File: config.mk
export PLATFORM = sky130hd
export DESIGN_NAME = css_top
export DESIGN_NICKNAME = d
export VERILOG_FILES = /design/src/common/css_pkg.sv /design/src/rtl/css_top.sv
export SDC_FILE = /design/constraint.sdc
export NUM_CORES = 1
export LEC_CHECK = 0
export CAP_MARGIN = 20
export CORE_ASPECT_RATIO = 0.6
export CORE_UTILIZATION = 60
export DETAILED_ROUTE_END_ITERATION = 10
export DONT_BUFFER_PORTS = 1
export PLACE_DENSITY = 0.76
export REMOVE_ABC_BUFFERS = 1
export SKIP_CTS_REPAIR_TIMING = 1
export SLEW_MARGIN = 10
export SYNTH_ARGS = -nofsm -noshare
export SYNTH_HDL_FRONTEND = slang
export SYNTH_SLANG_ARGS = --single-unit
File: constraint.sdc
create_clock -name clk -period 3.7 [get_ports clk]
set_clock_uncertainty 0.1 [all_clocks]
set_input_delay 0.185 -clock clk [delete_from_list [all_inputs] [get_ports clk]]
set_output_delay 0.185 -clock clk [all_outputs]
set_load 0.05 [all_outputs]
File: src/common/css_pkg.sv
/*
 * constants, field layouts and state codes for the clocked synchronous
 * 8-bit serial block.
 * assumes a 25 MHz system clock and an Avalon-MM slave port with
 * byte addresses, one 32-bit word per register.
 */
package css_pkg;

	// register byte addresses
	localparam logic [3:0] ADDR_DATA = 4'h0;
	localparam logic [3:0] ADDR_CTRL = 4'h4;
	localparam logic [3:0] ADDR_STAT = 4'h8;

	// status bit positions
	localparam int unsigned STAT_TX_FULL = 0;
	localparam int unsigned STAT_RX_AVAIL = 1;
	localparam int unsigned STAT_SHIFTING = 2;
	localparam int unsigned STAT_ACTIVE = 3;

	// transfer mode field codes
	typedef enum logic [1:0]
	{
		MODE_NONE = 2'b00,
		MODE_TX = 2'b01,
		MODE_RX = 2'b10,
		MODE_TRX = 2'b11
	} css_mode_t;

	// control word layout, bit 7 down to bit 0
	typedef struct packed
	{
		logic [2:0] clock_source_field;
		logic edge_sel;
		css_mode_t transfer_mode_field;
		logic transfer_inhibit_bit;
		logic transfer_start_bit;
	} css_ctrl_t;

	// inhibit set, everything else clear
	localparam logic [7:0] CTRL_RESET = 8'h02;
	localparam logic [2:0] CLK_EXTERNAL = 3'h7;

	// internal clock half period is this base shifted by the select
	localparam logic [7:0] DIV_BASE_CYCLES = 8'h02;

	// output level between frames
	localparam logic SO_IDLE = 1'b1;

	typedef enum logic [1:0]
	{
		ST_IDLE = 2'b00,
		ST_LOAD = 2'b01,
		ST_SHIFT = 2'b10,
		ST_WAIT = 2'b11
	} css_state_t;

endpackage

File: src/rtl/css_top.sv
/*
 * clocked synchronous 8-bit serial transfer block: one shared data
 * buffer, one shift register, internal or external serial clock,
 * Avalon-MM register slave.
 * assumes sck_i and si come from pins (synchronised here) and that
 * the board resolves sck from sck_o and sck_oe_n.
 */
// The register addresses and register access over Avalon-MM were chosen for this implementation.
// Function
// - leading-edge shift drives data on the leading clock edge and samples on the trailing; trailing-edge shift does the reverse
// - leading-edge shift works on the falling edge of the clock pin
// - trailing-edge shift works on the rising edge of the clock pin
// - two-bit mode field picks transmit, receive or both
// - start loads buffer into shift register, sent out lsb first
// - loading a transmit byte empties the buffer; in transmit-only mode it also requests new data by interrupt
// - internal clock stops after a byte until new data is written
// - serial output holds last bit until next external clock falling edge; with internal clock, until the next load
// - clearing start finishes pending data, then clears active flag
// - inhibit stops transmission at once and clears active flag
// - external clock without start cleared: one dummy byte, then end
// - receive shifts lsb first, full byte goes to buffer, interrupt
// - internal clock receive waits until the byte has been read
// - external receive: unread buffer makes following bytes discarded
// - clearing start in receive keeps whole bytes only, then ends
// - inhibit stops reception at once, partial byte thrown away
// - changing the transfer mode discards the buffer contents
// - combined mode puts each received byte in buffer, interrupt
// - internal clock combined mode waits for both read and write
// - clock source all ones selects the external clock pin
// - internal clock: seven selectable rates, driven on clock pin
`timescale 1ns/10ps
module css_top
(
	input wire logic clk,
	input wire logic sys_rst,
	input wire logic [3:0] avs_address,
	input wire logic avs_read,
	input wire logic avs_write,
	input wire logic [31:0] avs_writedata,
	output logic [31:0] avs_readdata,
	output logic avs_waitrequest,
	input wire logic sck_i,
	output logic sck_o,
	output logic sck_oe_n,
	input wire logic si,
	output logic so,
	output logic serial_interrupt_request
);

	css_pkg::css_ctrl_t ctrl_q;
	css_pkg::css_ctrl_t ctrl_wr;
	css_pkg::css_state_t state_q;
	logic ack_q;
	logic req;
	logic wr_fire;
	logic rd_data_fire;
	logic wr_ctrl;
	logic wr_data;
	logic start_go;
	logic mode_chg;
	logic [31:0] readdata_q;
	logic sck_s1_q;
	logic sck_s2_q;
	logic sck_s3_q;
	logic si_s1_q;
	logic si_s2_q;
	logic sck_int_q;
	logic [7:0] div_cnt_q;
	logic [7:0] half_cycles;
	logic ext_clk;
	logic tick;
	logic fall_edge;
	logic rise_edge;
	logic sample_edge;
	logic drive_edge;
	logic [7:0] buf_q;
	logic [7:0] sreg_q;
	logic [7:0] rx_byte;
	logic [2:0] bit_cnt_q;
	logic tx_full_q;
	logic rx_avail_q;
	logic active_q;
	logic end_after_q;
	logic so_q;
	logic irq_q;
	logic has_tx;
	logic has_rx;
	logic next_ready;

	// bus slave: one wait cycle, then the answer
	assign req = avs_read | avs_write;
	assign avs_waitrequest = req & ~ack_q;
	assign wr_fire = avs_write & ack_q;
	assign rd_data_fire = avs_read & ack_q &
		(avs_address == css_pkg::ADDR_DATA);
	assign wr_ctrl = wr_fire & (avs_address == css_pkg::ADDR_CTRL);
	assign wr_data = wr_fire & (avs_address == css_pkg::ADDR_DATA);
	assign ctrl_wr = css_pkg::css_ctrl_t'(avs_writedata[7:0]);
	assign start_go = wr_ctrl & ctrl_wr.transfer_start_bit &
		~ctrl_q.transfer_start_bit & ~ctrl_wr.transfer_inhibit_bit;
	assign mode_chg = wr_ctrl &
		(ctrl_wr.transfer_mode_field != ctrl_q.transfer_mode_field);
	assign avs_readdata = readdata_q;

	// acknowledge toggles once per request
	always_ff @(posedge clk)
	begin
		if (sys_rst)
			ack_q <= 1'b0;
		else
			ack_q <= req & ~ack_q;
	end

	// read data latched in the wait cycle, unmapped reads give zero
	always_ff @(posedge clk)
	begin
		if (sys_rst)
			readdata_q <= 32'h0000_0000;
		else if (req & ~ack_q)
		begin
			readdata_q <= 32'h0000_0000;
			unique case (avs_address)
				css_pkg::ADDR_DATA: readdata_q[7:0] <= buf_q;
				css_pkg::ADDR_CTRL: readdata_q[7:0] <= ctrl_q;
				css_pkg::ADDR_STAT:
				begin
					readdata_q[css_pkg::STAT_TX_FULL] <= tx_full_q;
					readdata_q[css_pkg::STAT_RX_AVAIL] <= rx_avail_q;
					readdata_q[css_pkg::STAT_SHIFTING] <=
						(state_q == css_pkg::ST_SHIFT);
					readdata_q[css_pkg::STAT_ACTIVE] <= active_q;
				end
				default: readdata_q <= 32'h0000_0000;
			endcase
		end
	end

	// control register, software owned
	always_ff @(posedge clk)
	begin
		if (sys_rst)
			ctrl_q <= css_pkg::css_ctrl_t'(css_pkg::CTRL_RESET);
		else if (wr_ctrl)
			ctrl_q <= ctrl_wr;
	end

	// pin synchronisers; third clock stage only feeds edge detection
	always_ff @(posedge clk)
	begin
		if (sys_rst)
		begin
			sck_s1_q <= 1'b1;
			sck_s2_q <= 1'b1;
			sck_s3_q <= 1'b1;
			si_s1_q <= 1'b0;
			si_s2_q <= 1'b0;
		end
		else
		begin
			sck_s1_q <= sck_i;
			sck_s2_q <= sck_s1_q;
			sck_s3_q <= sck_s2_q;
			si_s1_q <= si;
			si_s2_q <= si_s1_q;
		end
	end

	// clock source and edge selection
	assign ext_clk = (ctrl_q.clock_source_field == css_pkg::CLK_EXTERNAL);
	assign half_cycles = css_pkg::DIV_BASE_CYCLES <<
		ctrl_q.clock_source_field;
	assign tick = ~ext_clk & (state_q == css_pkg::ST_SHIFT) &
		(div_cnt_q == half_cycles - 8'h01);
	assign fall_edge = ext_clk ? (sck_s3_q & ~sck_s2_q) : (tick & sck_int_q);
	assign rise_edge = ext_clk ? (~sck_s3_q & sck_s2_q) : (tick & ~sck_int_q);
	// leading shift drives on fall, trailing shift drives on rise
	assign drive_edge = ctrl_q.edge_sel ? rise_edge : fall_edge;
	assign sample_edge = ctrl_q.edge_sel ? fall_edge : rise_edge;

	// internal clock divider, runs only while shifting
	always_ff @(posedge clk)
	begin
		if (sys_rst)
		begin
			div_cnt_q <= 8'h00;
			sck_int_q <= 1'b1;
		end
		else if (ext_clk || state_q != css_pkg::ST_SHIFT)
		begin
			// park high so an abort never leaves the pin low
			div_cnt_q <= 8'h00;
			sck_int_q <= 1'b1;
		end
		else if (tick)
		begin
			div_cnt_q <= 8'h00;
			sck_int_q <= ~sck_int_q;
		end
		else
			div_cnt_q <= div_cnt_q + 8'h01;
	end

	assign sck_o = sck_int_q;
	assign sck_oe_n = ext_clk;

	// mode decode and readiness for the next byte
	assign has_tx = ctrl_q.transfer_mode_field[0];
	assign has_rx = ctrl_q.transfer_mode_field[1];
	// si reaches the shifter two cycles late: the fastest internal rate
	// leaves no time for a far side that changes data on the leading edge
	assign rx_byte = {si_s2_q, sreg_q[7:1]};
	always_comb
	begin
		unique case (ctrl_q.transfer_mode_field)
			css_pkg::MODE_TX: next_ready = tx_full_q;
			css_pkg::MODE_RX: next_ready = ~rx_avail_q;
			css_pkg::MODE_TRX: next_ready = ~rx_avail_q & tx_full_q;
			css_pkg::MODE_NONE: next_ready = 1'b0;
		endcase
	end

	// transfer sequencer with buffer bookkeeping
	always_ff @(posedge clk)
	begin
		if (sys_rst)
		begin
			state_q <= css_pkg::ST_IDLE;
			sreg_q <= 8'h00;
			bit_cnt_q <= 3'h0;
			so_q <= css_pkg::SO_IDLE;
			active_q <= 1'b0;
			end_after_q <= 1'b0;
			buf_q <= 8'h00;
			tx_full_q <= 1'b0;
			rx_avail_q <= 1'b0;
			irq_q <= 1'b0;
		end
		else
		begin
			irq_q <= 1'b0;
			if (rd_data_fire)
				rx_avail_q <= 1'b0;
			unique case (state_q)
				css_pkg::ST_IDLE:
				begin
					// last bit stands until the next falling edge of an external clock
					if (fall_edge)
						so_q <= css_pkg::SO_IDLE;
					if (start_go && ctrl_wr.transfer_mode_field !=
						css_pkg::MODE_NONE)
					begin
						state_q <= css_pkg::ST_LOAD;
						active_q <= 1'b1;
						end_after_q <= 1'b0;
					end
				end
				css_pkg::ST_LOAD:
				begin
					bit_cnt_q <= 3'h0;
					state_q <= css_pkg::ST_SHIFT;
					if (has_tx)
					begin
						sreg_q <= buf_q;
						so_q <= buf_q[0];
						tx_full_q <= 1'b0;
						// no fresh byte: stale buffer goes out as dummy
						if (!tx_full_q)
							end_after_q <= 1'b1;
						if (!has_rx)
							irq_q <= 1'b1;
					end
					else
						sreg_q <= 8'h00;
				end
				css_pkg::ST_SHIFT:
				begin
					if (sample_edge)
					begin
						sreg_q <= rx_byte;
						bit_cnt_q <= bit_cnt_q + 3'h1;
						if (bit_cnt_q == 3'h7)
						begin
							// whole byte only reaches the buffer
							if (has_rx && (!rx_avail_q || rd_data_fire))
							begin
								buf_q <= rx_byte;
								rx_avail_q <= 1'b1;
								irq_q <= 1'b1;
							end // unread buffer: byte discarded
							if (!ctrl_q.transfer_start_bit || end_after_q)
							begin
								state_q <= css_pkg::ST_IDLE;
								active_q <= 1'b0;
							end
							else if (ext_clk)
								state_q <= css_pkg::ST_LOAD;
							else
								state_q <= css_pkg::ST_WAIT;
						end
					end
					else if (drive_edge && bit_cnt_q != 3'h0)
						so_q <= sreg_q[0];
				end
				css_pkg::ST_WAIT:
				begin
					// internal clock held until software services buffer
					if (!ctrl_q.transfer_start_bit)
					begin
						state_q <= css_pkg::ST_IDLE;
						active_q <= 1'b0;
					end
					else if (next_ready)
						state_q <= css_pkg::ST_LOAD;
				end
			endcase
			// inhibit aborts at once, partial byte dropped
			if (ctrl_q.transfer_inhibit_bit && state_q != css_pkg::ST_IDLE)
			begin
				state_q <= css_pkg::ST_IDLE;
				active_q <= 1'b0;
			end
			if (mode_chg)
			begin
				buf_q <= 8'h00;
				tx_full_q <= 1'b0;
				rx_avail_q <= 1'b0;
			end
			// software write last so it wins over a same-cycle load
			if (wr_data)
			begin
				buf_q <= avs_writedata[7:0];
				tx_full_q <= 1'b1;
			end
		end
	end

	assign so = so_q;
	assign serial_interrupt_request = irq_q;

endmodule

-- Yosys cells after proc, flatten, opt, wreduce, memory -nomap -nowiden
Index checks and enable logic that the tools add are counted.
- flip-flop bits (word level): 58
- bits of input ports: 42
- output and inout bits: 37
- logic and storage cells: 170
- add/sub/neg operators: 3
- eq/ne operators: 24
- shift operators: 1
- mux-type cells: 56
- bitwise operators: 26
- reduce and logical (&&, ||, !) cells: 36
- operators by type and width (kind ; count):
    two-way mux 8 bit ; 8
    two-way mux 1 bit ; 30
    nonzero test 3 bit ; 9
    bitwise AND 1 bit ; 17
    inequality test 2 bit, second input constant ; 8
    case mux 8 bit (2 select lines) ; 1
    two-way mux 2 bit ; 7
    case mux 4 bit (3 select lines) ; 1
    AND reduction 4 bit ; 3
    adder 8 x 1 -> 8 bit, second input constant ; 1
    equality test 2 bit, second input constant ; 4
    equality test 8 bit ; 1
    NOT 1 bit ; 8
    case mux 2 bit (4 select lines) ; 1
    case mux 4 bit (2 select lines) ; 1
    nonzero test 2 bit ; 4
    left shift 2 x 3 -> 8 bit, first input constant ; 1
    subtractor 8 x 1 -> 8 bit, second input constant ; 1
    equality test 3 bit, second input constant ; 2
    inequality test 2 x 1 -> 1 bit, second input constant ; 3
    case mux 1 bit (3 select lines) ; 2
    case mux 3 bit (2 select lines) ; 1
    AND reduction 6 bit ; 1
    OR reduction 2 bit ; 3
    other kinds (18) ; 28

-- Longest topological paths before layout
- word-level depth: 11
- gate-level depth with buffers: 10
- depth with buffers taken out: 8

-- Worst setup path before layout
Ideal clock, no wire load.
- kind: reg2reg
- from: register ctrl_q[6] (netlist bit)
- to: register buf_q[7]
- setup time: 0.130 ns
- arrival time: 2.577 ns
- required time: 3.470 ns
- slack: 0.893 ns
- cell stages (with the launch flop): 11
- buffers on the path: 2
- period minus slack after synthesis: 2.807 ns
- path through: dfxtp_1 > buf_6 > nand3_4 > inv_2 > or4b_4 > a221oi_4 > a21oi_2 > a2111oi_4 > buf_6 > o21a_1 > nor3_2
- cells in the longest elaborated chain, start to end: 9
- elaborated cells between the ends (all ways): 14
- those cells by class: add/sub (1); eq/ne (2); shift (1); mux (3); bitwise (5); reduce/logical (2)
- RTL lines (what ; line ; source):
    from (decl) ; css_top.sv:50 ; css_pkg::css_ctrl_t ctrl_q;
    from (signal assigned) ; css_top.sv:142 ; ctrl_q <= css_pkg::css_ctrl_t'(css_pkg::CTRL_RESET);
    from (signal assigned) ; css_top.sv:144 ; ctrl_q <= ctrl_wr;
    equality test 3 bit (*) ; css_top.sv:169 ; assign ext_clk = (ctrl_q.clock_source_field == css_pkg::CLK_EXTERNAL);
    net sck_oe_n ; css_top.sv:44 ; output logic sck_oe_n,
    NOT 1 bit ; css_top.sv:172 ; assign tick = ~ext_clk & (state_q == css_pkg::ST_SHIFT) &
    bitwise AND 1 bit (2 in a row) ; css_top.sv:172 ;
    bitwise AND 1 bit, on equally long branches ; css_top.sv:175, css_top.sv:174 ;
    two-way mux 1 bit, on equally long branches ; css_top.sv:175, css_top.sv:174 ;
    two-way mux 1 bit (*) ; css_top.sv:178 ; assign sample_edge = ctrl_q.edge_sel ? fall_edge : rise_edge;
    nonzero test 3 bit (no line) (*) ; - ;
    AND reduction 4 bit (no line) (*) ; - ;
    to (signal assigned) ; css_top.sv:286 ; buf_q <= rx_byte;
    to (signal assigned) ; css_top.sv:331 ; buf_q <= avs_writedata[7:0];
    to (decl) ; css_top.sv:76 ; logic [7:0] buf_q;
Mark *: on every way through the listed nets, which the timed path passes. The rest lies on a longest branch.
A chain may end at the register's enable or synchronous reset.

-- Worst setup path in the final report
- from: register ctrl_q[6] (netlist bit)
- to: register sreg_q[7]
- cells in the longest elaborated chain, start to end: 9
- elaborated cells between the ends (all ways): 14
- those cells by class: add/sub (1); eq/ne (3); shift (1); mux (3); bitwise (5); reduce/logical (1)
- RTL lines (what ; line ; source):
    equality test 3 bit (*) ; css_top.sv:169 ;
    net sck_oe_n ; css_top.sv:44 ;
    NOT 1 bit ; css_top.sv:172 ;
    bitwise AND 1 bit (2 in a row) ; css_top.sv:172 ;
    bitwise AND 1 bit, on equally long branches ; css_top.sv:175, css_top.sv:174 ;
    two-way mux 1 bit, on equally long branches ; css_top.sv:175, css_top.sv:174 ;
    two-way mux 1 bit (*) ; css_top.sv:178 ;
    inequality test 2 bit (no line) (*) ; - ;
    AND reduction 2 bit (no line) (*) ; - ;
    to (signal assigned) ; css_top.sv:263 ; sreg_q <= buf_q;
    to (signal assigned) ; css_top.sv:279 ; sreg_q <= rx_byte;
    to (decl) ; css_top.sv:77 ; logic [7:0] sreg_q;
Marks and branches as above.

==> impl_summary.md <==
Outcome
The run finished with clean final reports.

Critical path
The launching element type of the critical path is a flip-flop. For the worst setup path, the data required time is 3.84 ns. In this run the number of cells on the critical path is 9. The category of the worst setup path capture point is a flip-flop. The number of cells on the worst reg-to-reg path is 9. The critical path endpoint is sreg_q[7].

The worst register-to-register path ends at sreg_q[7]. The largest individual stage delay along the critical path comes from the cell sky130_fd_sc_hd__or4b_4. Data on the critical path arrives at its endpoint at about 3.2 ns. Setup slack on the worst reg-to-reg path comes out at around 0.64 ns. The worst register-to-register path begins at ctrl_q[6]. The origin of the worst setup path is ctrl_q[6]. Traced cell by cell, the critical path runs through nand3_4 -> inv_2 -> or4b_4 -> a221oi_4 -> a21oi_2 -> o221ai_2 -> buf_4 -> nor2_1 -> a211oi_1. For this run, the slowest stage of the critical path takes approximately 0.56 ns. The family with the most delay on the worst path is compound AO/OA/AOI/OAI gates. The number of buffers and inverters on the critical path is 2. The worst setup path is of the reg2reg kind.

Of all nets on the critical path, the largest fanout is 11.

Power
For this design the total switching power over the nets is 416 uW. The cell area power density is 414 nW/um^2. The fraction of power spent switching nets is 28.7%. The share of power burned in combinational logic is 14.9%.

The worst-case IR drop observed on VDD is around 0.23 mV. Per report_power, the sequential group accounts for between 40 and 50% of the total. Summed over all cells, the static leakage comes to 0.00128 uW. Of the total power, the clock network draws approximately two fifths.

The total internal power is 1030 uW.

Synthesis
The share of the Yosys chip area taken by registers is between 30% and 40%. Of the post-synthesis cell area, the dominant cell type holds 35.4%. Sorting the synthesized cells by area gives the leading types as sky130_fd_sc_hd__dfxtp_1 35%, sky130_fd_sc_hd__buf_4 6.0%, sky130_fd_sc_hd__nor2_1 4.4%. The flip-flop cell with the highest count after synthesis is sky130_fd_sc_hd__dfxtp_1. During synthesis, Yosys emitted a total of 0 warnings.

The average instance area after synthesis is around 8.6 um^2. The number of distinct library cells after synthesis is 59. The share of flip-flops with an asynchronous set or reset is 0%. The number of synthesized register bits is 58. The post-synthesis cell count is 382.

The most instantiated library cell after synthesis is sky130_fd_sc_hd__dfxtp_1. The post-synthesis cell area is 3280 um^2. Counting flops with a built-in enable in the synthesized netlist gives 0. The synthesized design spends more area on one cell type than any other, namely sky130_fd_sc_hd__dfxtp_1.

Ranked by instance count, the synthesized netlist is headed by 58 x sky130_fd_sc_hd__dfxtp_1, 38 x sky130_fd_sc_hd__nor2_1, 26 x sky130_fd_sc_hd__buf_4.

Global routing
The first global-routing pass estimated roughly 13 mm of wire. The initial antenna violation count is 0. The number of global-route vias before repair was around 2,500.

The total overflow left after global routing is 0. Global routing consumed, over all layers together, between 20% and 30% of the routing resources. Entering global routing, the biggest net connects 51 pins.

Final layout
The utilization of the core after routing is between 60% and 70%. Cells with a size suffix above 1 make up a little under an eighth of the layout. For this run, the post-layout net count is between 400 and 500. The final design area excluding fillers is approximately 3500 um^2.

The number of diodes added for antenna fixing is 0. Compared with the post-synthesis result, the final layout area differs by 6.76%.

Timing
The worst hold margin is 0.0497 ns. Setup slack closes at roughly 0.64 ns. The clock period could shrink to 3.06 ns. Setup repair after global routing left no endpoint under its margin. The final-report setup violation count is 0. The max-slew violation total from the final report was 0. The maximum clock frequency is 327 MHz. For the pin with the worst max-slew slack, the measured transition is a little over 0.9 ns. In the final timing run, aggregate negative setup slack is 0 ns. The hold violation count in the final report is 0. Measured against its own limit, the worst slew margin works out to approximately 36%. In the finished design, the share of the clock period the worst path needs comes to 82.7%.

Floorplan
The floorplan step defined a die boundary enclosing just under 6000 um^2. Once the floorplan was initialized, standard cells occupied a little under two thirds of the core. The region available for standard cell placement spans around 5200 um^2. In this run the count of I/O pins placed on the die edge is 79.

The y dimension of the die is 59.2 um. From left edge to right edge, the die measures slightly below 100 um. The standard-cell row count is 20.

Route
For this block, the initial DRC count from the detailed router was approximately 250. Dividing the detail-routed wire length by the instance count gives 17.3 um. The length of the first detailed-routing pass in iterations is 6. The routed layout has 2,747 vias. Once detail routing completed, the nets flagged for antenna violations numbered 0. For this run, design rule violations remaining after detail routing come to 0. After detailed routing, the number of vias per cell comes to between 6 and 7. The routed wire length is 7.90 mm.

Clocking
The clock sink count is 58. The clock transition at the registers of the reported paths is 0.07 ns. The buffer cell driving the clock tree root is sky130_fd_sc_hd__clkbuf_8.

The maximum root-to-sink buffer count is 2. For the worst-skew pair, the clock arrives at the later sink with an insertion delay of around 0.34 ns. The CTS buffer count is 9. The number of H-tree branching levels is 3. The clock tree from TritonCTS is yes.

Placement
The half-perimeter wire length after detailed placement is about 5.3 mm. The congestion estimate from routability-driven global placement came to about 0.83. The placed instance area is 3200 um^2. Port buffering added 0 buffers.

The setup slack at placement is approximately 0.7 ns.

Run
The max capacitance violation total is 0.

Min path
The worst hold path belongs to the class in2reg.
sequential cells by signal (all words and copies together) (netlist names), 2 cells and up:
register / flops
state_q: 2
ctrl_q: 8
div_cnt_q: 8
buf_q: 8
bit_cnt_q: 3
avs_readdata: 8
sreg_q: 8
cells by family (layout without fill, tap and decap cells):
kind of cell    Yosys count  in the layout  synth area share (%)
compound gates          104            104                  23.4
xor+xnor                 10             10                  2.67
fa+ha+maj                 9              9                  3.44
buf+inv                  60             46                  10.4
flops                    58             58                  35.4
mux                      10             10                  3.25
other cells               1             24                 0.114
simple gates            130            130                  21.3
worst register-to-register path, cell delays in order (launching register included):
cell	delay [ns]
sky130_fd_sc_hd__dfxtp_1	0.43
sky130_fd_sc_hd__nand3_4	0.19
sky130_fd_sc_hd__inv_2	0.15
sky130_fd_sc_hd__or4b_4	0.56
sky130_fd_sc_hd__a221oi_4	0.40
sky130_fd_sc_hd__a21oi_2	0.19
sky130_fd_sc_hd__o221ai_2	0.43
sky130_fd_sc_hd__buf_4	0.26
sky130_fd_sc_hd__nor2_1	0.06
sky130_fd_sc_hd__a211oi_1	0.22
stage by stage:
stage	power, uW	cells
4_1_cts	1430	446
2_1_floorplan	850	358
6_report	1450	457
3_3_place_gp	880	430
3_5_place_dp	887	430
5_1_grt	1500	457
routing by layer:
layer	vias up	global-route usage [%]	part of all wire [%]
met5	-	0	0
met4	0	8.82	0.84
met3	9	8.61	10
met2	128	40.2	42
met1	1286	40.3	47
li1	1324	-	-
cell usage in the layout, fill, tap and decap left out, types with 12 or more instances in the layout:
cell,count
sky130_fd_sc_hd__o21ai_0,18
sky130_fd_sc_hd__nor3_1,13
sky130_fd_sc_hd__nor2_1,38
sky130_fd_sc_hd__a21oi_1,22
sky130_fd_sc_hd__inv_1,12
sky130_fd_sc_hd__dfxtp_1,58
sky130_fd_sc_hd__conb_1,24
sky130_fd_sc_hd__a22oi_1,16
sky130_fd_sc_hd__nand2_1,25
layout make-up:
cell class	count	area, um^2
clock buffers	13	139
inverters	13	48.8
clock inverters	3	40.0
flip-flops and latches	58	1160
well taps	66	82.6
multi-input cells	287	1860
repair buffers	17	165
fillers	412	1660
power by group through the flow:
stage	registers, uW	logic, uW	clock network (uW)
after floorplan	685	164	0
after global placement	692	188	0
after detailed placement	694	193	0
after CTS	680	195	557
after global routing	684	236	585
final	681	216	552
worst min path at each step:
stage,from,to,slack (ns),cells after the start
finish,avs_address[2],avs_readdata[7],0.05,3
global route,avs_address[2],avs_readdata[7],0.06,3
CTS,sys_rst,si_s2_q,-0.19,1
detailed placement,sys_rst,buf_q[6],0.16,1
global placement,sys_rst,ctrl_q[5],0.16,1
floorplan,sys_rst,ctrl_q[0],0.15,1
(Power assumes the default switching activity.)
